==> src/hw/sfcfe_defs.vh <==
`ifndef SFCFE_DEFS_VH
`define SFCFE_DEFS_VH
// Opcodes
`define SFCFE_OP_READ 8'h03
`define SFCFE_OP_FREAD 8'h0B
`define SFCFE_OP_SSE_A 8'hD7
`define SFCFE_OP_SSE_B 8'h20
`define SFCFE_OP_SE 8'hD8
`define SFCFE_OP_CE 8'hC7
`define SFCFE_OP_PP 8'h02
`define SFCFE_OP_WREN 8'h06
`define SFCFE_OP_WRDI 8'h04
`define SFCFE_OP_PDN 8'hB9
`define SFCFE_OP_RDSR 8'h05
`define SFCFE_OP_WRSR 8'h01
`define SFCFE_OP_ID1 8'h9F
`define SFCFE_OP_ID2 8'hAB
// Address
`define SFCFE_ADDR_W 18
`define SFCFE_ADDR_MAX 18'h3FFFF
// Status bit positions
`define SFCFE_SR_RDY 0
`define SFCFE_SR_WEN 1
`define SFCFE_SR_PROT 7
`define SFCFE_SR_WMASK 8'h8C
// Reset values
`define SFCFE_SR_RST 8'h00
// Fifo
`define SFCFE_FIFO_DEPTH 32
`endif

==> src/hw/sfcfe_sync.v <==
`timescale 1ns/1ps
`default_nettype none
module sfcfe_sync #(
  parameter W = 1,
  parameter [W-1:0] RST = {W{1'b0}}
) (
  // Clock and reset
  input wire i_mclk,
  input wire i_arst_n,
  // Data
  input wire [W-1:0] i_d,
  output reg [W-1:0] o_q
);
  reg [W-1:0] meta;
  always @(posedge i_mclk or negedge i_arst_n) begin
    if (!i_arst_n) begin
      meta <= RST;
      o_q <= RST;
    end else begin
      meta <= i_d;
      o_q <= meta;
    end
  end
endmodule
`default_nettype wire

==> src/hw/sfcfe_fifo.v <==
`timescale 1ns/1ps
`default_nettype none
module sfcfe_fifo #(
  parameter WIDTH = 8,
  parameter DEPTH = 32,
  parameter AW = 5
) (
  // Clock and reset
  input wire i_mclk,
  input wire i_arst_n,
  input wire i_flush,
  // Fill side
  input wire i_valid,
  output wire o_ready,
  input wire [WIDTH-1:0] i_data,
  // Drain side
  output wire o_valid,
  input wire i_ready,
  output wire [WIDTH-1:0] o_data
);
  reg [WIDTH-1:0] mem [0:DEPTH-1];
  reg [AW:0] wptr;
  reg [AW:0] rptr;
  wire [AW:0] used = wptr - rptr;
  assign o_ready = (used != DEPTH[AW:0]);
  assign o_valid = (used != {(AW+1){1'b0}});
  assign o_data = mem[rptr[AW-1:0]];
  always @(posedge i_mclk) begin
    if (i_valid && o_ready) begin
      mem[wptr[AW-1:0]] <= i_data;
    end
  end
  always @(posedge i_mclk or negedge i_arst_n) begin
    if (!i_arst_n) begin
      wptr <= {(AW+1){1'b0}};
      rptr <= {(AW+1){1'b0}};
    end else if (i_flush) begin
      wptr <= {(AW+1){1'b0}};
      rptr <= {(AW+1){1'b0}};
    end else begin
      if (i_valid && o_ready) begin
        wptr <= wptr + 1'b1;
      end
      if (o_valid && i_ready) begin
        rptr <= rptr + 1'b1;
      end
    end
  end
endmodule
`default_nettype wire

==> src/hw/sfcfe_top.v <==
// Contract
// - sample data-in on serial clock rising edges
// - change data-out on serial clock falling edges
// - active only while chip select low
// - protect bit applies only while write-protect low
// - suspend pin low freezes shift state
// - bytes shifted in MSB first
// - output high-impedance while receiving
// - drive output only returning read data
// - clock level at select selects mode
// - 03h plus three address bytes reads
// - don't-care byte values are ignored
// - address bits A23 to A18 ignored
// - non-read commands need complete frame
// - D7h or 20h small-sector erase
// - D8h sector erase, C7h chip erase
// - 02h address then program data bytes
// - 05h status read, 01h status write
// - 9Fh and ABh identification reads
// - lone ABh leaves power-down
// - read address increments and wraps
// - status write needs WP high, latch set
`timescale 1ns/1ps
`default_nettype none
`include "sfcfe_defs.vh"
module sfcfe_top #(
  parameter ID1_CODE = 24'h123456,
  parameter ID2_CODE = 8'h5A
) (
  // Clock and reset
  input wire i_mclk,
  input wire i_arst_n,
  // Serial link pins
  input wire i_sck,
  input wire i_cs_n,
  input wire i_si,
  input wire i_hold_n,
  input wire i_wp_n,
  output reg o_so,
  output reg o_so_oe,
  // Array read port
  output reg [`SFCFE_ADDR_W-1:0] o_rd_addr,
  output reg o_rd_req,
  input wire [7:0] i_rd_data,
  // Program data stream
  output wire o_pgm_valid,
  input wire i_pgm_ready,
  output wire [7:0] o_pgm_data,
  output wire o_pgm_overflow,
  // Command strobes
  output reg o_pgm_start,
  output reg o_pgm_done,
  output reg o_sse_start,
  output reg o_se_start,
  output reg o_ce_start,
  output reg o_sr_wr_start,
  output reg [7:0] o_sr_wr_data,
  output reg [`SFCFE_ADDR_W-1:0] o_cmd_addr,
  // Status
  input wire i_busy,
  input wire [7:0] i_sr_nv,
  output reg o_wen,
  output reg o_pdown,
  output reg o_mode3,
  output wire o_protect_active
);
  localparam ST_IDLE = 3'd0;
  localparam ST_OP = 3'd1;
  localparam ST_ADDR = 3'd2;
  localparam ST_DUMMY = 3'd3;
  localparam ST_OUT = 3'd4;
  localparam ST_DATA = 3'd5;
  localparam ST_SKIP = 3'd6;
  localparam OUT_ARRAY = 2'd0;
  localparam OUT_SR = 2'd1;
  localparam OUT_ID1 = 2'd2;
  localparam OUT_ID2 = 2'd3;

  wire sck_s;
  wire cs_n_s;
  wire si_s;
  wire hold_n_s;
  wire wp_n_s;
  sfcfe_sync #(.W(5), .RST(5'h0B)) u_sync (
    .i_mclk(i_mclk),
    .i_arst_n(i_arst_n),
    .i_d({i_sck, i_cs_n, i_si, i_hold_n, i_wp_n}),
    .o_q({sck_s, cs_n_s, si_s, hold_n_s, wp_n_s})
  );

  reg sck_d;
  reg cs_n_d;
  reg [2:0] state;
  reg [2:0] bitcnt;
  reg [7:0] shreg;
  reg [7:0] opcode;
  reg [1:0] bytecnt;
  reg [1:0] out_sel;
  reg [7:0] out_byte;
  reg [2:0] out_bit;
  reg [1:0] id_idx;
  reg op_done;
  reg frame_ok;
  reg pgm_any;
  reg fifo_push;
  reg [7:0] fifo_wdata;
  reg ovf;
  wire fifo_ready;

  wire hold_ok = hold_n_s;
  // Edges of serial clock inside a frame
  wire rise = sck_s & ~sck_d & ~cs_n_s & hold_ok;
  wire fall = ~sck_s & sck_d & ~cs_n_s & hold_ok;
  wire cs_fall = ~cs_n_s & cs_n_d;
  wire cs_rise = cs_n_s & ~cs_n_d;
  wire [7:0] byte_in = {shreg[6:0], si_s};
  wire byte_end = rise && (bitcnt == 3'd7);

  assign o_protect_active = i_sr_nv[`SFCFE_SR_PROT] & ~wp_n_s;
  assign o_pgm_overflow = ovf;
  wire [7:0] sr_view = {i_sr_nv[7], 3'h0, i_sr_nv[3:2], o_wen, i_busy};

  sfcfe_fifo #(.WIDTH(8), .DEPTH(`SFCFE_FIFO_DEPTH), .AW(5)) u_fifo (
    .i_mclk(i_mclk),
    .i_arst_n(i_arst_n),
    .i_flush(cs_fall),
    .i_valid(fifo_push),
    .o_ready(fifo_ready),
    .i_data(fifo_wdata),
    .o_valid(o_pgm_valid),
    .i_ready(i_pgm_ready),
    .o_data(o_pgm_data)
  );
  function [7:0] id_byte;
    input [1:0] sel;
    input [1:0] idx;
    begin
      if (sel == OUT_ID2) begin
        id_byte = ID2_CODE;
      end else begin
        case (idx)
          2'd0: id_byte = ID1_CODE[23:16];
          2'd1: id_byte = ID1_CODE[15:8];
          default: id_byte = ID1_CODE[7:0];
        endcase
      end
    end
  endfunction

  always @(posedge i_mclk or negedge i_arst_n) begin
    if (!i_arst_n) begin
      sck_d <= 1'b0;
      cs_n_d <= 1'b1;
      state <= ST_IDLE;
      bitcnt <= 3'd0;
      shreg <= 8'h00;
      opcode <= 8'h00;
      bytecnt <= 2'd0;
      out_sel <= OUT_ARRAY;
      out_byte <= 8'h00;
      out_bit <= 3'd7;
      id_idx <= 2'd0;
      op_done <= 1'b0;
      frame_ok <= 1'b0;
      pgm_any <= 1'b0;
      fifo_push <= 1'b0;
      fifo_wdata <= 8'h00;
      ovf <= 1'b0;
      o_so <= 1'b0;
      o_so_oe <= 1'b0;
      o_rd_addr <= {`SFCFE_ADDR_W{1'b0}};
      o_rd_req <= 1'b0;
      o_pgm_start <= 1'b0;
      o_pgm_done <= 1'b0;
      o_sse_start <= 1'b0;
      o_se_start <= 1'b0;
      o_ce_start <= 1'b0;
      o_sr_wr_start <= 1'b0;
      o_sr_wr_data <= `SFCFE_SR_RST;
      o_cmd_addr <= {`SFCFE_ADDR_W{1'b0}};
      o_wen <= 1'b0;
      o_pdown <= 1'b0;
      o_mode3 <= 1'b0;
    end else begin
      sck_d <= sck_s;
      cs_n_d <= cs_n_s;
      fifo_push <= 1'b0;
      o_rd_req <= 1'b0;
      o_pgm_start <= 1'b0;
      o_pgm_done <= 1'b0;
      o_sse_start <= 1'b0;
      o_se_start <= 1'b0;
      o_ce_start <= 1'b0;
      o_sr_wr_start <= 1'b0;
      if (cs_fall) begin
        o_mode3 <= sck_s;
        state <= ST_OP;
        out_bit <= 3'd7;
        bitcnt <= 3'd0;
        bytecnt <= 2'd0;
        op_done <= 1'b0;
        frame_ok <= 1'b1;
        pgm_any <= 1'b0;
        ovf <= 1'b0;
      end else if (cs_rise) begin
        state <= ST_IDLE;
        o_so_oe <= 1'b0;
        if (op_done && frame_ok && bitcnt == 3'd0 && (state == ST_SKIP || opcode == `SFCFE_OP_ID2 ||
            (state == ST_DATA && opcode == `SFCFE_OP_PP))) begin
          case (opcode)
            `SFCFE_OP_WREN: o_wen <= 1'b1;
            `SFCFE_OP_WRDI: o_wen <= 1'b0;
            `SFCFE_OP_PDN: o_pdown <= 1'b1;
            `SFCFE_OP_ID2: o_pdown <= (bytecnt == 2'd0) ? 1'b0 : o_pdown;
            `SFCFE_OP_SSE_A, `SFCFE_OP_SSE_B: o_sse_start <= o_wen;
            `SFCFE_OP_SE: o_se_start <= o_wen;
            `SFCFE_OP_CE: o_ce_start <= o_wen;
            `SFCFE_OP_PP: o_pgm_done <= pgm_any;
            `SFCFE_OP_WRSR: begin
              if (o_wen && wp_n_s) begin
                o_sr_wr_start <= 1'b1;
              end
            end
            default: begin
            end
          endcase
          if (opcode != `SFCFE_OP_WREN && opcode != `SFCFE_OP_RDSR && opcode != `SFCFE_OP_READ &&
              opcode != `SFCFE_OP_FREAD && opcode != `SFCFE_OP_ID1 && opcode != `SFCFE_OP_ID2 &&
              opcode != `SFCFE_OP_PDN) begin
            o_wen <= 1'b0;
          end
        end
      end else if (rise) begin
        shreg <= byte_in;
        bitcnt <= bitcnt + 3'd1;
        if (byte_end) begin
          case (state)
            ST_OP: begin
              opcode <= byte_in;
              op_done <= 1'b1;
              bytecnt <= 2'd0;
              case (byte_in)
                `SFCFE_OP_READ, `SFCFE_OP_FREAD, `SFCFE_OP_SSE_A, `SFCFE_OP_SSE_B, `SFCFE_OP_SE,
                `SFCFE_OP_PP: state <= ST_ADDR;
                `SFCFE_OP_WRSR: state <= ST_DATA;
                `SFCFE_OP_ID2: state <= ST_DUMMY;
                `SFCFE_OP_RDSR: begin
                  state <= ST_OUT;
                  out_sel <= OUT_SR;
                  out_byte <= sr_view;
                  out_bit <= 3'd7;
                end
                `SFCFE_OP_ID1: begin
                  state <= ST_OUT;
                  out_sel <= OUT_ID1;
                  out_byte <= ID1_CODE[23:16];
                  id_idx <= 2'd1;
                  out_bit <= 3'd7;
                end
                `SFCFE_OP_WREN, `SFCFE_OP_WRDI, `SFCFE_OP_PDN, `SFCFE_OP_CE: state <= ST_SKIP;
                default: begin
                  state <= ST_SKIP;
                  frame_ok <= 1'b0;
                end
              endcase
            end
            ST_ADDR: begin
              o_rd_addr <= {o_rd_addr[9:0], byte_in};
              bytecnt <= bytecnt + 2'd1;
              if (bytecnt == 2'd2) begin
                o_cmd_addr <= {o_rd_addr[9:0], byte_in};
                bytecnt <= 2'd0;
                if (opcode == `SFCFE_OP_READ) begin
                  state <= ST_OUT;
                  out_sel <= OUT_ARRAY;
                  o_rd_req <= 1'b1;
                end else if (opcode == `SFCFE_OP_FREAD) begin
                  state <= ST_DUMMY;
                end else if (opcode == `SFCFE_OP_PP) begin
                  state <= ST_DATA;
                end else begin
                  state <= ST_SKIP;
                end
              end
            end
            ST_DUMMY: begin
              bytecnt <= bytecnt + 2'd1;
              if (opcode == `SFCFE_OP_FREAD) begin
                state <= ST_OUT;
                out_sel <= OUT_ARRAY;
                o_rd_req <= 1'b1;
              end else if (bytecnt == 2'd2) begin
                state <= ST_OUT;
                out_sel <= OUT_ID2;
                out_byte <= ID2_CODE;
                out_bit <= 3'd7;
              end
            end
            ST_DATA: begin
              if (opcode == `SFCFE_OP_WRSR) begin
                o_sr_wr_data <= (byte_in & `SFCFE_SR_WMASK);
                state <= ST_SKIP;
              end else begin
                fifo_push <= fifo_ready;
                fifo_wdata <= byte_in;
                ovf <= ovf | ~fifo_ready;
                o_pgm_start <= ~pgm_any & o_wen;
                pgm_any <= 1'b1;
              end
            end
            ST_SKIP: begin
              frame_ok <= 1'b0;
            end
            default: begin
            end
          endcase
        end
      end else if (fall && state == ST_OUT) begin
        o_so_oe <= 1'b1;
        o_so <= (out_sel == OUT_ARRAY && out_bit == 3'd7) ? i_rd_data[7] : out_byte[out_bit];
        if (out_sel == OUT_ARRAY && out_bit == 3'd7) begin
          out_byte <= i_rd_data;
        end
        out_bit <= out_bit - 3'd1;
        if (out_bit == 3'd0) begin
          case (out_sel)
            OUT_ARRAY: begin
              o_rd_addr <= (o_rd_addr == `SFCFE_ADDR_MAX) ? {`SFCFE_ADDR_W{1'b0}} : o_rd_addr + 1'b1;
              o_rd_req <= 1'b1;
            end
            OUT_SR: out_byte <= sr_view;
            default: begin
              out_byte <= id_byte(out_sel, id_idx);
              id_idx <= (id_idx == 2'd2) ? 2'd0 : id_idx + 2'd1;
            end
          endcase
        end
      end else if (state != ST_OUT) begin
        o_so_oe <= 1'b0;
      end
      if (cs_n_s) begin
        o_so_oe <= 1'b0;
      end
    end
  end
endmodule
`default_nettype wire

==> config.mk <==
export PLATFORM = sky130hd
export DESIGN_NAME = sfcfe_top
export DESIGN_NICKNAME = d
export VERILOG_FILES = /design/src/hw/sfcfe_sync.v /design/src/hw/sfcfe_fifo.v /design/src/hw/sfcfe_top.v
export VERILOG_INCLUDE_DIRS = /design/src /design/src/hw
export SDC_FILE = /design/constraint.sdc
export NUM_CORES = 1
export LEC_CHECK = 0
export ABC_AREA = 0
export BUFFER_PORTS_ARGS = -buffer_cell sky130_fd_sc_hd__buf_2
export CORE_UTILIZATION = 40
export DETAILED_ROUTE_END_ITERATION = 16
export SLEW_MARGIN = 10
export SYNTH_ARGS = -nofsm -noshare
export SYNTH_HDL_FRONTEND = slang
export SYNTH_SLANG_ARGS = --single-unit
==> constraint.sdc <==
create_clock -name i_mclk -period 8.2 [get_ports i_mclk]
set_input_delay 2.46 -clock i_mclk [delete_from_list [all_inputs] [get_ports i_mclk]]
set_output_delay 2.46 -clock i_mclk [all_outputs]
set_load 0.005 [all_outputs]
==> results of run 1 <==
-- synth_stat cells (4+ instances only) --
master | number | area [µm²]
sky130_fd_sc_hd__dfrtp_1 | 116 | 2903
sky130_fd_sc_hd__and3_1 | 7 | 43.79
sky130_fd_sc_hd__inv_1 | 28 | 105.1
sky130_fd_sc_hd__a22oi_1 | 5 | 37.54
sky130_fd_sc_hd__nor3b_1 | 7 | 52.55
sky130_fd_sc_hd__clkbuf_1 | 47 | 176.4
sky130_fd_sc_hd__nand2_1 | 102 | 382.9
sky130_fd_sc_hd__buf_2 | 9 | 45.04
sky130_fd_sc_hd__mux2_2 | 42 | 473.0
sky130_fd_sc_hd__xnor2_1 | 7 | 61.31
sky130_fd_sc_hd__or3_1 | 6 | 37.54
sky130_fd_sc_hd__o21a_1 | 5 | 37.54
sky130_fd_sc_hd__buf_1 | 4 | 15.01
sky130_fd_sc_hd__nand3b_1 | 4 | 30.03
sky130_fd_sc_hd__nor4_1 | 10 | 62.56
sky130_fd_sc_hd__a22o_1 | 8 | 70.07
sky130_fd_sc_hd__o21ai_0 | 59 | 295.3
sky130_fd_sc_hd__nor3_1 | 18 | 90.09
sky130_fd_sc_hd__ha_1 | 23 | 287.8
sky130_fd_sc_hd__buf_4 | 5 | 37.54
sky130_fd_sc_hd__nand3_1 | 35 | 175.2
sky130_fd_sc_hd__a21oi_1 | 48 | 240.2
sky130_fd_sc_hd__o22ai_1 | 6 | 37.54
sky130_fd_sc_hd__or2_2 | 4 | 25.02
sky130_fd_sc_hd__mux2i_1 | 9 | 90.09
sky130_fd_sc_hd__and2_1 | 6 | 37.54
sky130_fd_sc_hd__edfxtp_1 | 256 | 7687
sky130_fd_sc_hd__nand4_1 | 11 | 68.82
sky130_fd_sc_hd__nor2_1 | 90 | 337.8
sky130_fd_sc_hd__nor2b_1 | 14 | 87.58
sky130_fd_sc_hd__mux4_2 | 82 | 1847
sky130_fd_sc_hd__dfstp_2 | 10 | 262.8
sky130_fd_sc_hd__nand2b_1 | 10 | 62.56
sky130_fd_sc_hd__a31oi_1 | 4 | 25.02
-- registers in the layout, indices dropped and copies added, names as in the netlist, 3 cells and up --
signal,flops
o_rd_addr,18
out_byte,8
state,3
o_sr_wr_data,3
u_fifo.rptr,6
fifo_wdata,8
out_bit,3
o_cmd_addr,18
u_fifo.wptr,6
u_sync.meta,5
opcode,8
shreg,7
u_sync.o_q,5
bitcnt,3
u_fifo.mem,256
-- area by class of cell --
type,instances,share of cell area (%)
inverter,31,0.6155
timing repair buffer,88,2.455
clock buffer,60,6.341
clock inverter,14,0.6486
sequential,382,57.45
multi-input combinational,678,28.97
tap,532,3.521
-- where the power goes --
| group | switching, mW | internal, mW | total (mW) |
|---|---|---|---|
| logic | 0.250 | 0.264 | 0.514 |
| clock network | 0.755 | 1.05 | 1.81 |
| registers | 0.154 | 2.08 | 2.23 |
| total | 1.16 | 3.39 | 4.55 |
-- path summary, 6_finish.rpt --
check / startpoint / endpoint / cells after the start
max: u_fifo.rptr[0]$_DFFE_PN0P_ / o_pgm_data[7] / 6
min: u_sync.meta[4]$_DFF_PN0_ / u_sync.o_q[4]$_DFF_PN0_ / 0
max reg2reg: u_fifo.rptr[4]$_DFFE_PN0P_ / u_fifo.mem[10][3]$_DFFE_PP_ / 9
min reg2reg: u_sync.meta[4]$_DFF_PN0_ / u_sync.o_q[4]$_DFF_PN0_ / 0
max in group asynchronous: i_arst_n / u_fifo.rptr[0]$_DFFE_PN0P_ / 2
min in group asynchronous: i_arst_n / o_so_oe$_DFFE_PN0P_ / 1
-- metal layers --
metal	part of all wire [%]	global-route usage [%]	wire [µm]	up-vias
met5	0	0	0	-
li1	-	-	-	4516
met3	6.3	3.138	2395	53
met2	47	29.53	17940	312
met4	2.0	5.252	757	0
met1	45	25.96	17090	5101
-- cells in the final DEF, fill, tap and decap left out, drive strengths merged, types with 11 or more instances in the layout --
| cell | count |
|---|---|
| clkbuf | 60 |
| nand3 | 35 |
| o21ai | 61 |
| nand2 | 102 |
| nor2 | 91 |
| dfrtp | 116 |
| edfxtp | 256 |
| ha | 23 |
| nor2b | 14 |
| buf | 88 |
| nand4 | 11 |
| a21oi | 48 |
| mux2 | 42 |
| inv | 32 |
| nor3 | 18 |
| mux4 | 82 |
-- metrics by stage --
step | instance area, µm² | total power [mW] | instances
2_1_floorplan | 16720 | 2.634 | 1157
6_report | 18900 | 4.551 | 1785
3_5_place_dp | 17580 | 2.795 | 1711
5_1_grt | 18900 | 4.738 | 1785
4_1_cts | 18900 | 4.609 | 1785
3_3_place_gp | 17580 | 2.790 | 1711
-- cell families (layout without fill, tap and decap cells) --
kind of cell	after synthesis	count (layout)	share of synthesized area (%)
mux	133	133	14.43
other cells	1	5	0.02245
flops	382	382	64.98
xor+xnor	10	10	0.5245
compound gates	167	167	6.068
fa+ha+maj	23	23	1.723
simple gates	340	340	9.844
buf+inv	97	193	2.405
==> impl_summary.txt, run 1 <==
----------------------------------------------------
[Setup path]
  Kind of critical path ... reg2out
  Top delay family on crit path ... multiplexers
  Flop2flop setup slack ... 3.84 ns
  Worst path cell trace ... buf_4 > mux4_2 > mux4_2 > nand2_1 > nand2_1 > buf_2
  Buffers & Inverters on Critical Path ... 2
  CP max stage delay ... 0.97 ns
  Startpoint Class ... flop
  Worst EP required ... 5.74 ns
  Crit path capture type ... primary output
  Endpoint arrival time on the critical path ... 3.66 ns
  Slowest stage cell, crit path ... sky130_fd_sc_hd__dfrtp_4
  Top fanout value on the critical path ... 41

[STA]
  Pins Over Slew Limit ... 0
  Final hold slack ... 0.3464 ns
  Setup repair after global routing missed its margin ... no
  Crit share post-route ... 74.65%
  Hold Violations, Final ... 0
  Accumulated negative setup slack ... 0 ns
  Setup Skew ... 0.01470 ns
  FMAX ... 0.1634 GHz
  Post-layout minimum cycle time ... 6.122 ns
  Relative slew slack ... 15.25%
  Worst-Margin Slew ... 1.258 ns
  Total setup violations reported at the end of the flow ... 0
  Setup slack after layout ... 2.078 ns

[Clock network]
  Post-CTS setup-driven buffer insertion count ... 0
  CTS H-tree depth ... 2
  Clock tree from TritonCTS ... built
  Buffer depth of the longest clock path ... 3
  Number of gates resized after cts ... 0
  Skew-Pair Late Insertion Delay ... 0.56 ns
  Clock input transition at the sequential cells of the worst setup and hold paths ... 0.06 ns
  Cell at the root of the clock tree ... sky130_fd_sc_hd__clkbuf_16
  Num Clock Sinks ... 382
  Total of hold buffers inserted after clock tree synthesis ... 0
  Total clock buffers created by CTS ... 41

[GRT]
  Pin count of the biggest net entering global routing ... 65
  Global Route Usage Sum ... 18.49%
  Wire length of the first global-routing pass ... 58840 µm
  Total gr overflow ... 0
  Vias in the first global route ... 9993
  Initial antenna violation count ... 0

[Pwr]
  Power per Cell Area ... 240.8 mW/mm²
  Static Leak ... 6.732 nW
  VDD IR-drop max ... 260.4 µV

[Route]
  Routed len/inst ... 21.39 µm
  Violation count after the first detailed-route iteration ... 633
  DR DRC count ... 3
  Total Wirelength ... 38180 µm
  Number of detailed-route iterations in the first pass ... 11
  Average vias per placed instance ... 5.592
  Post-detailed-route count of antenna-violating nets ... 0
  Number of vias in the routed layout ... 9982

[Job]
  Number of violations of the max-capacitance limit ... 0

[Outcome]
  Violations in the final reports ... DRC
  Result of the run ... finished, violations left

[Layout]
  Area added between synthesis and finish ... 13.19%
  Fin nets ... 1270
  Area taken by flip-flops and latches ... 0.01086 mm²
  Share of post-route cells with drive strength above 1 ... 23.86%
  Multi-input combinational cell area ... 0.005477 mm²
  Filler cells ... 3681
  Total inserted antenna cells ... 0
  Final core occ ... 46.09%

[Logic synthesis]
  Top FF cell, synth ... sky130_fd_sc_hd__edfxtp_1
  EDFF count, synth ... 256
  Yosys warning count ... 0
  Mean instance size in the synthesized netlist ... 14.48 µm²
  Mapped cell area ... 0.01670 mm²
  Portion of the post-synthesis area used by sequential elements ... 64.98%
  Async set or reset register ratio after synthesis ... 32.98%
  Cells after synthesis ... 1153
  Number of register bits inferred by synthesis ... 382
  Count of unique library cells instantiated by Yosys ... 72

[Placement]
  Worst setup timing slack at the placement stage ... 2.587 ns
  HPWL reported at the end of detailed placement ... 24270 µm
  Count of buffers from port buffering ... 81
  Weighted congestion at the end of routability-driven global placement ... 0.8360

[Die]
  Die W ... 206.3 µm
  Initial cell density of the core ... 40.72%
  I/O pins ... 92
  Height of the die ... 206.3 µm
  Row Count ... 74
  Area of the die ... 0.04257 mm²
  Core region area ... 0.04102 mm²

[Hold path]
  Min-Delay Path Class ... reg2reg

----------------------------------------------------
(Power assumes the default switching activity.)
==> inputs of run 2 (changes only) <==
==> constraint.sdc (replaced) <==
create_clock -name i_mclk -period 5.7 [get_ports i_mclk]
set_input_delay 1.71 -clock i_mclk [delete_from_list [all_inputs] [get_ports i_mclk]]
set_output_delay 1.71 -clock i_mclk [all_outputs]
set_load 0.005 [all_outputs]
==> impl_summary.txt, run 2 (same netlist as run 1, synthesis figures left out) <==
----------------------------------------------------
[Job]
  Number of violations of the max-capacitance limit ... 0 (unchanged)

[STA]
  Worst-Margin Slew ... 1.247 ns (-0.01071 ns)
  Relative slew slack ... 16.85% (+1.6 points)
  Total setup violations reported at the end of the flow ... 0 (unchanged)
  Post-layout minimum cycle time ... 4.978 ns
  Crit share post-route ... 87.34%
  Setup Skew ... 0.02697 ns (+0.01227 ns)
  FMAX ... 0.2009 GHz
  Pins Over Slew Limit ... 0 (unchanged)
  Accumulated negative setup slack ... 0 ns (unchanged)
  Setup repair after global routing missed its margin ... no
  Hold Violations, Final ... 0 (unchanged)

[Route]
  Post-detailed-route count of antenna-violating nets ... 0 (unchanged)
  Number of detailed-route iterations in the first pass ... 11 (unchanged)
  Violation count after the first detailed-route iteration ... 802 (+27%)
  Routed len/inst ... 21.33 µm (-0.28%)
  Number of vias in the routed layout ... 10020 (+0.40%)
  Total Wirelength ... 38160 µm (about the same)
  Average vias per placed instance ... 5.602 (+0.18%)
  DR DRC count ... 3 (unchanged)

[Clock network]
  Post-CTS setup-driven buffer insertion count ... 0 (unchanged)
  Buffer depth of the longest clock path ... 3 (unchanged)
  Total clock buffers created by CTS ... 41 (unchanged)
  Total of hold buffers inserted after clock tree synthesis ... 0 (unchanged)
  CTS H-tree depth ... 2 (unchanged)
  Num Clock Sinks ... 382 (unchanged)
  Cell at the root of the clock tree ... sky130_fd_sc_hd__clkbuf_16
  Clock input transition at the sequential cells of the worst setup and hold paths ... 0.06 ns (about the same)
  Number of gates resized after cts ... 0 (unchanged)
  Skew-Pair Late Insertion Delay ... 0.57 ns (about the same)
  Clock tree from TritonCTS ... built

[Pwr]
  Power per Cell Area ... 348.8 mW/mm² (+45%)
  Static Leak ... 6.760 nW (+0.42%)
  VDD IR-drop max ... 351.1 µV (+35%)

[Setup path]
  CP max stage delay ... 0.56 ns (-0.41 ns)
  Startpoint Class ... flop
  Cell seen most often among critical-path stages ... sky130_fd_sc_hd__and2_1
  Top fanout value on the critical path ... 10 (-76%)
  Worst EP required ... 3.99 ns (-1.75 ns)
  Endpoint arrival time on the critical path ... 3.27 ns (-0.39 ns)
  Slowest stage cell, crit path ... sky130_fd_sc_hd__dfrtp_1
  Kind of critical path ... reg2out
  Worst path cell trace ... clkinv_1 > ha_1 > and2_1 > o21a_1 > a31o_2 > nor2_1 > and2_1 > inv_1 > buf_2
  Crit path capture type ... primary output

[GRT]
  Wire length of the first global-routing pass ... 59410 µm (+0.97%)
  Global Route Usage Sum ... 18.57% (+0.083 points)
  Vias in the first global route ... 9997 (+0.040%)
  Initial antenna violation count ... 0 (unchanged)
  Pin count of the biggest net entering global routing ... 96 (+48%)
  Total gr overflow ... 0 (unchanged)

[Layout]
  Non-filler instance count after layout ... 1789 (+0.22%)
  Most common cell after layout, fill and taps aside ... sky130_fd_sc_hd__edfxtp_1
  Share of post-route cells with drive strength above 1 ... 23.63% (-0.24 points)
  Total inserted antenna cells ... 0 (unchanged)
  Area added between synthesis and finish ... 13.47%
  Top library cells by usage in the layout, fill and taps aside ... sky130_fd_sc_hd__edfxtp_1, sky130_fd_sc_hd__dfrtp_1, sky130_fd_sc_hd__nand2_1
  Max FFs per register ... 256 (unchanged)
  Fin nets ... 1274 (+0.31%)

[Die]
  Core region area ... 0.04102 mm² (unchanged)
  Height of the die ... 206.3 µm (unchanged)
  Area of the die ... 0.04257 mm² (unchanged)
  Die W ... 206.3 µm (unchanged)
  Initial cell density of the core ... 40.72% (unchanged)
  I/O pins ... 92 (unchanged)
  Row Count ... 74 (unchanged)

[Outcome]
  Result of the run ... finished, violations left
  Violations in the final reports ... DRC

[Placement]
  HPWL reported at the end of detailed placement ... 24400 µm (+0.53%)
  Weighted congestion at the end of routability-driven global placement ... 0.8394 (+0.41%)
  Count of buffers from port buffering ... 81 (unchanged)
  Placed cells ... 1715 (+0.23%)

[Hold path]
  Min-Delay Path Class ... reg2reg

----------------------------------------------------
## run 2: worst max-delay path, delay by kind of cell, from the launching register on
| family | cells | cell delay, ns |
|---|---|---|
| AO/OA/AOI/OAI | 2 | 0.38 |
| adder cells (fa/ha/maj) | 1 | 0.49 |
| buffers and inverters | 3 | 0.67 |
| flip-flops | 1 | 0.56 |
| AND/OR/NAND/NOR | 3 | 0.61 |
## run 2: worst paths after layout
| kind | start | to | slack (ns) | cells after the start |
|---|---|---|---|---|
| worst max-delay path | u_fifo.rptr[4]$_DFFE_PN0P_ | o_pgm_valid | 0.72 | 9 |
| worst min-delay path | u_sync.meta[2]$_DFF_PN0_ | u_sync.o_q[2]$_DFF_PN0_ | 0.35 | 0 |
| worst max register to register | u_fifo.rptr[4]$_DFFE_PN0P_ | u_fifo.mem[11][2]$_DFFE_PP_ | 1.29 | 8 |
| worst min register to register | u_sync.meta[2]$_DFF_PN0_ | u_sync.o_q[2]$_DFF_PN0_ | 0.35 | 0 |
| max in group asynchronous | i_arst_n | opcode[2]$_DFFE_PN0P_ | 3.43 | 2 |
| min in group asynchronous | i_arst_n | o_mode3$_DFFE_PN0P_ | 1.25 | 1 |
## run 2: through the flow
stage	setup WS, ns	instance area, µm²	power, mW	hold slack (ns)	utilization (%)
2_1_floorplan	1.806	16720	3.789	0.3312	-
4_1_cts	0.6513	18950	6.696	0.3469	46.20
3_5_place_dp	1.286	17620	4.050	0.3347	42.97
3_3_place_gp	1.286	17620	4.039	0.3328	42.97
6_report	0.7215	18950	6.611	0.3456	46.20
5_1_grt	0.5756	18950	6.881	0.3550	46.20
## run 2: power by group
part           internal (mW)  switching, mW
Clock                   1.55           1.09
Combinational          0.397          0.397
Sequential              2.99          0.190
Total                   4.94           1.68
## run 2: cell type report
class,instances,area (µm²)
clock buffer,57,1147
clock inverter,17,180.2
fill,3619,22070
inverter,31,116.4
multi-input combinational,678,5477
sequential,382,10860
tap,532,665.6
timing repair buffer,92,506.7
## run 2: routing by layer
layer  vias to the layer above  global-route usage [%]  share of wire [%]
met5                         -                       0                  0
met4                         0                   5.042                2.0
met3                        59                   3.627                6.5
met2                       336                   29.45                 48
met1                      5095                   26.04                 44
li1                       4532                       -                  -
==> inputs of run 3 (changes only) <==
--- a/config.mk
+++ b/config.mk
@@ -7,7 +7,7 @@
 export NUM_CORES = 1
 export LEC_CHECK = 0
 export ABC_AREA = 0
-export BUFFER_PORTS_ARGS = -buffer_cell sky130_fd_sc_hd__buf_2
+export BUFFER_PORTS_ARGS = -buffer_cell sky130_fd_sc_hd__clkbuf_2
 export CORE_UTILIZATION = 40
 export DETAILED_ROUTE_END_ITERATION = 16
 export SLEW_MARGIN = 10
==> impl_summary.txt, run 3 (same netlist as run 1, synthesis figures left out) <==
----------------------------------------------------
[STA]
  Setup repair after global routing missed its margin ... no
  Setup Skew ... 0.01197 ns (-0.01500 ns)
  Hold Violations, Final ... 0 (unchanged)
  Crit share post-route ... 88.50% (+1.2 points)
  Setup slack after layout ... 0.6555 ns (-0.06602 ns)
  Post-layout minimum cycle time ... 5.045 ns (+0.06602 ns)
  Accumulated negative setup slack ... 0 ns (unchanged)
  Relative slew slack ... 21.03% (+4.2 points)
  FMAX ... 0.1982 GHz (-1.3%)
  Worst-Margin Slew ... 1.185 ns (-0.06273 ns)
  Total setup violations reported at the end of the flow ... 0 (unchanged)
  Pins Over Slew Limit ... 0 (unchanged)

[Die]
  Initial cell density of the core ... 40.72% (unchanged)
  Core region area ... 0.04102 mm² (unchanged)
  Area of the die ... 0.04257 mm² (unchanged)
  I/O pins ... 92 (unchanged)
  Die W ... 206.3 µm (unchanged)
  Row Count ... 74 (unchanged)
  Height of the die ... 206.3 µm (unchanged)

[Route]
  Number of vias in the routed layout ... 9969 (-0.53%)
  Violation count after the first detailed-route iteration ... 591 (-26%)
  Number of detailed-route iterations in the first pass ... 13 (+2)
  WL met2 ... 17940 µm (-1.5%)
  Routed met3 length ... 2330 µm (-5.5%)
  Total Wirelength ... 37820 µm (-0.87%)
  Routed len/inst ... 21.18 µm (-0.71%)
  Post-detailed-route count of antenna-violating nets ... 0 (unchanged)
  Top routing layer in use ... met4
  Met1 wire length ... 16800 µm (+0.41%)
  Average vias per placed instance ... 5.582 (-0.36%)
  DR DRC count ... 4 (+1)

[Placement]
  Weighted congestion at the end of routability-driven global placement ... 0.8224 (-2.0%)
  Worst setup timing slack at the placement stage ... 1.282 ns (-0.004520 ns)
  Count of buffers from port buffering ... 81 (unchanged)
  HPWL reported at the end of detailed placement ... 24050 µm (-1.4%)

[GRT]
  Pin count of the biggest net entering global routing ... 96 (unchanged)
  Wire length of the first global-routing pass ... 58750 µm (-1.1%)
  Initial antenna violation count ... 0 (unchanged)
  Total gr overflow ... 0 (unchanged)
  Global Route Usage Sum ... 18.40% (-0.17 points)
  Vias in the first global route ... 10120 (+1.3%)

[Clock network]
  Post-CTS setup-driven buffer insertion count ... 0 (unchanged)
  Clock tree from TritonCTS ... built
  Num Clock Sinks ... 382 (unchanged)
  Skew-Pair Late Insertion Delay ... 0.57 ns (about the same)
  Clock input transition at the sequential cells of the worst setup and hold paths ... 0.06 ns (about the same)
  Buffer depth of the longest clock path ... 3 (unchanged)
  Total of hold buffers inserted after clock tree synthesis ... 0 (unchanged)
  CTS H-tree depth ... 2 (unchanged)
  Cell at the root of the clock tree ... sky130_fd_sc_hd__clkbuf_16
  Number of gates resized after cts ... 0 (unchanged)
  Total clock buffers created by CTS ... 42 (+2.4%)

[Setup path]
  Top fanout value on the critical path ... 10 (unchanged)
  Kind of critical path ... reg2out
  Endpoint arrival time on the critical path ... 3.33 ns (+0.06 ns)
  Startpoint Class ... flop
  Flop2flop setup slack ... 1.31 ns (+0.02 ns)
  Worst EP required ... 3.99 ns (about the same)
  Crit path capture type ... primary output

[Layout]
  Max FFs per register ... 256 (unchanged)
  Most common cell after layout, fill and taps aside ... sky130_fd_sc_hd__edfxtp_1
  Total inserted antenna cells ... 0 (unchanged)
  Area added between synthesis and finish ... 13.39% (about the same)
  Top library cells by usage in the layout, fill and taps aside ... sky130_fd_sc_hd__edfxtp_1, sky130_fd_sc_hd__dfrtp_1, sky130_fd_sc_hd__nand2_1
  Fin nets ... 1272 (-0.16%)
  Share of post-route cells with drive strength above 1 ... 23.44% (-0.18 points)

[Pwr]
  Static Leak ... 6.713 nW (-0.70%)
  VDD IR-drop max ... 222.7 µV (-37%)
  Power per Cell Area ... 348.2 mW/mm² (-0.19%)

[Hold path]
  Min-Delay Path Class ... reg2reg

[Job]
  Number of violations of the max-capacitance limit ... 0 (unchanged)

[Outcome]
  Violations in the final reports ... DRC
  Result of the run ... finished, violations left

----------------------------------------------------
==> run 3: final timing paths <==
check	to	cells after the start	startpoint
worst max-delay path	o_pgm_valid	9	u_fifo.rptr[4]$_DFFE_PN0P_
worst max register to register	u_fifo.mem[25][2]$_DFFE_PP_	9	u_fifo.rptr[4]$_DFFE_PN0P_
min in group asynchronous	o_so$_DFFE_PN0P_	1	i_arst_n
max in group asynchronous	out_bit[1]$_DFFE_PN1P_	2	i_arst_n
worst min-delay path	u_sync.o_q[4]$_DFF_PN0_	0	u_sync.meta[4]$_DFF_PN0_
worst min register to register	u_sync.o_q[4]$_DFF_PN0_	0	u_sync.meta[4]$_DFF_PN0_
==> run 3: through the flow <==
stage                     instance area, µm²  hold WS [ns]  cells  utilization, %  power (mW)
final                                  18940        0.3480   1786           46.17       6.593
after global routing                   18940        0.3552   1786           46.17       6.868
after CTS                              18940        0.3482   1786           46.17       6.683
after detailed placement               17610        0.3358   1712           42.94       4.049
after global placement                 17610        0.3328   1712           42.94       4.043
after floorplan                        16720        0.3312   1157               -       3.789
==> run 3: layout make-up <==
class                      count  area, µm²
clock buffer                  61       1164
clock inverter                13      160.2
fill                        3610      22080
inverter                      31      116.4
multi-input combinational    678       5477
sequential                   382      10860
tap                          532      665.6
timing repair buffer          89      496.7
==> run 3: report_power, final <==
group / leakage, nW / internal, mW / switching, mW
Sequential: 3.87 / 2.99 / 0.196
Combinational: 2.19 / 0.397 / 0.395
Clock: 0.644 / 1.52 / 1.09
Total: 6.71 / 4.91 / 1.68
==> run 3: per-layer routing <==
layer | track usage (%) | up-vias
met2 | 29.60 | 319
met4 | 5.436 | 0
met1 | 25.52 | 5067
li1 | - | 4534
met5 | 0 | -
met3 | 3.232 | 49
==> run 3: critical path, cell delays in order (launching register included) <==
cell,delay (ns)
sky130_fd_sc_hd__dfrtp_1,0.59
sky130_fd_sc_hd__clkinv_1,0.47
sky130_fd_sc_hd__ha_1,0.51
sky130_fd_sc_hd__and2_1,0.19
sky130_fd_sc_hd__o21a_1,0.16
sky130_fd_sc_hd__a31o_2,0.22
sky130_fd_sc_hd__nor2_1,0.21
sky130_fd_sc_hd__and2_1,0.20
sky130_fd_sc_hd__inv_1,0.09
sky130_fd_sc_hd__clkbuf_2,0.13
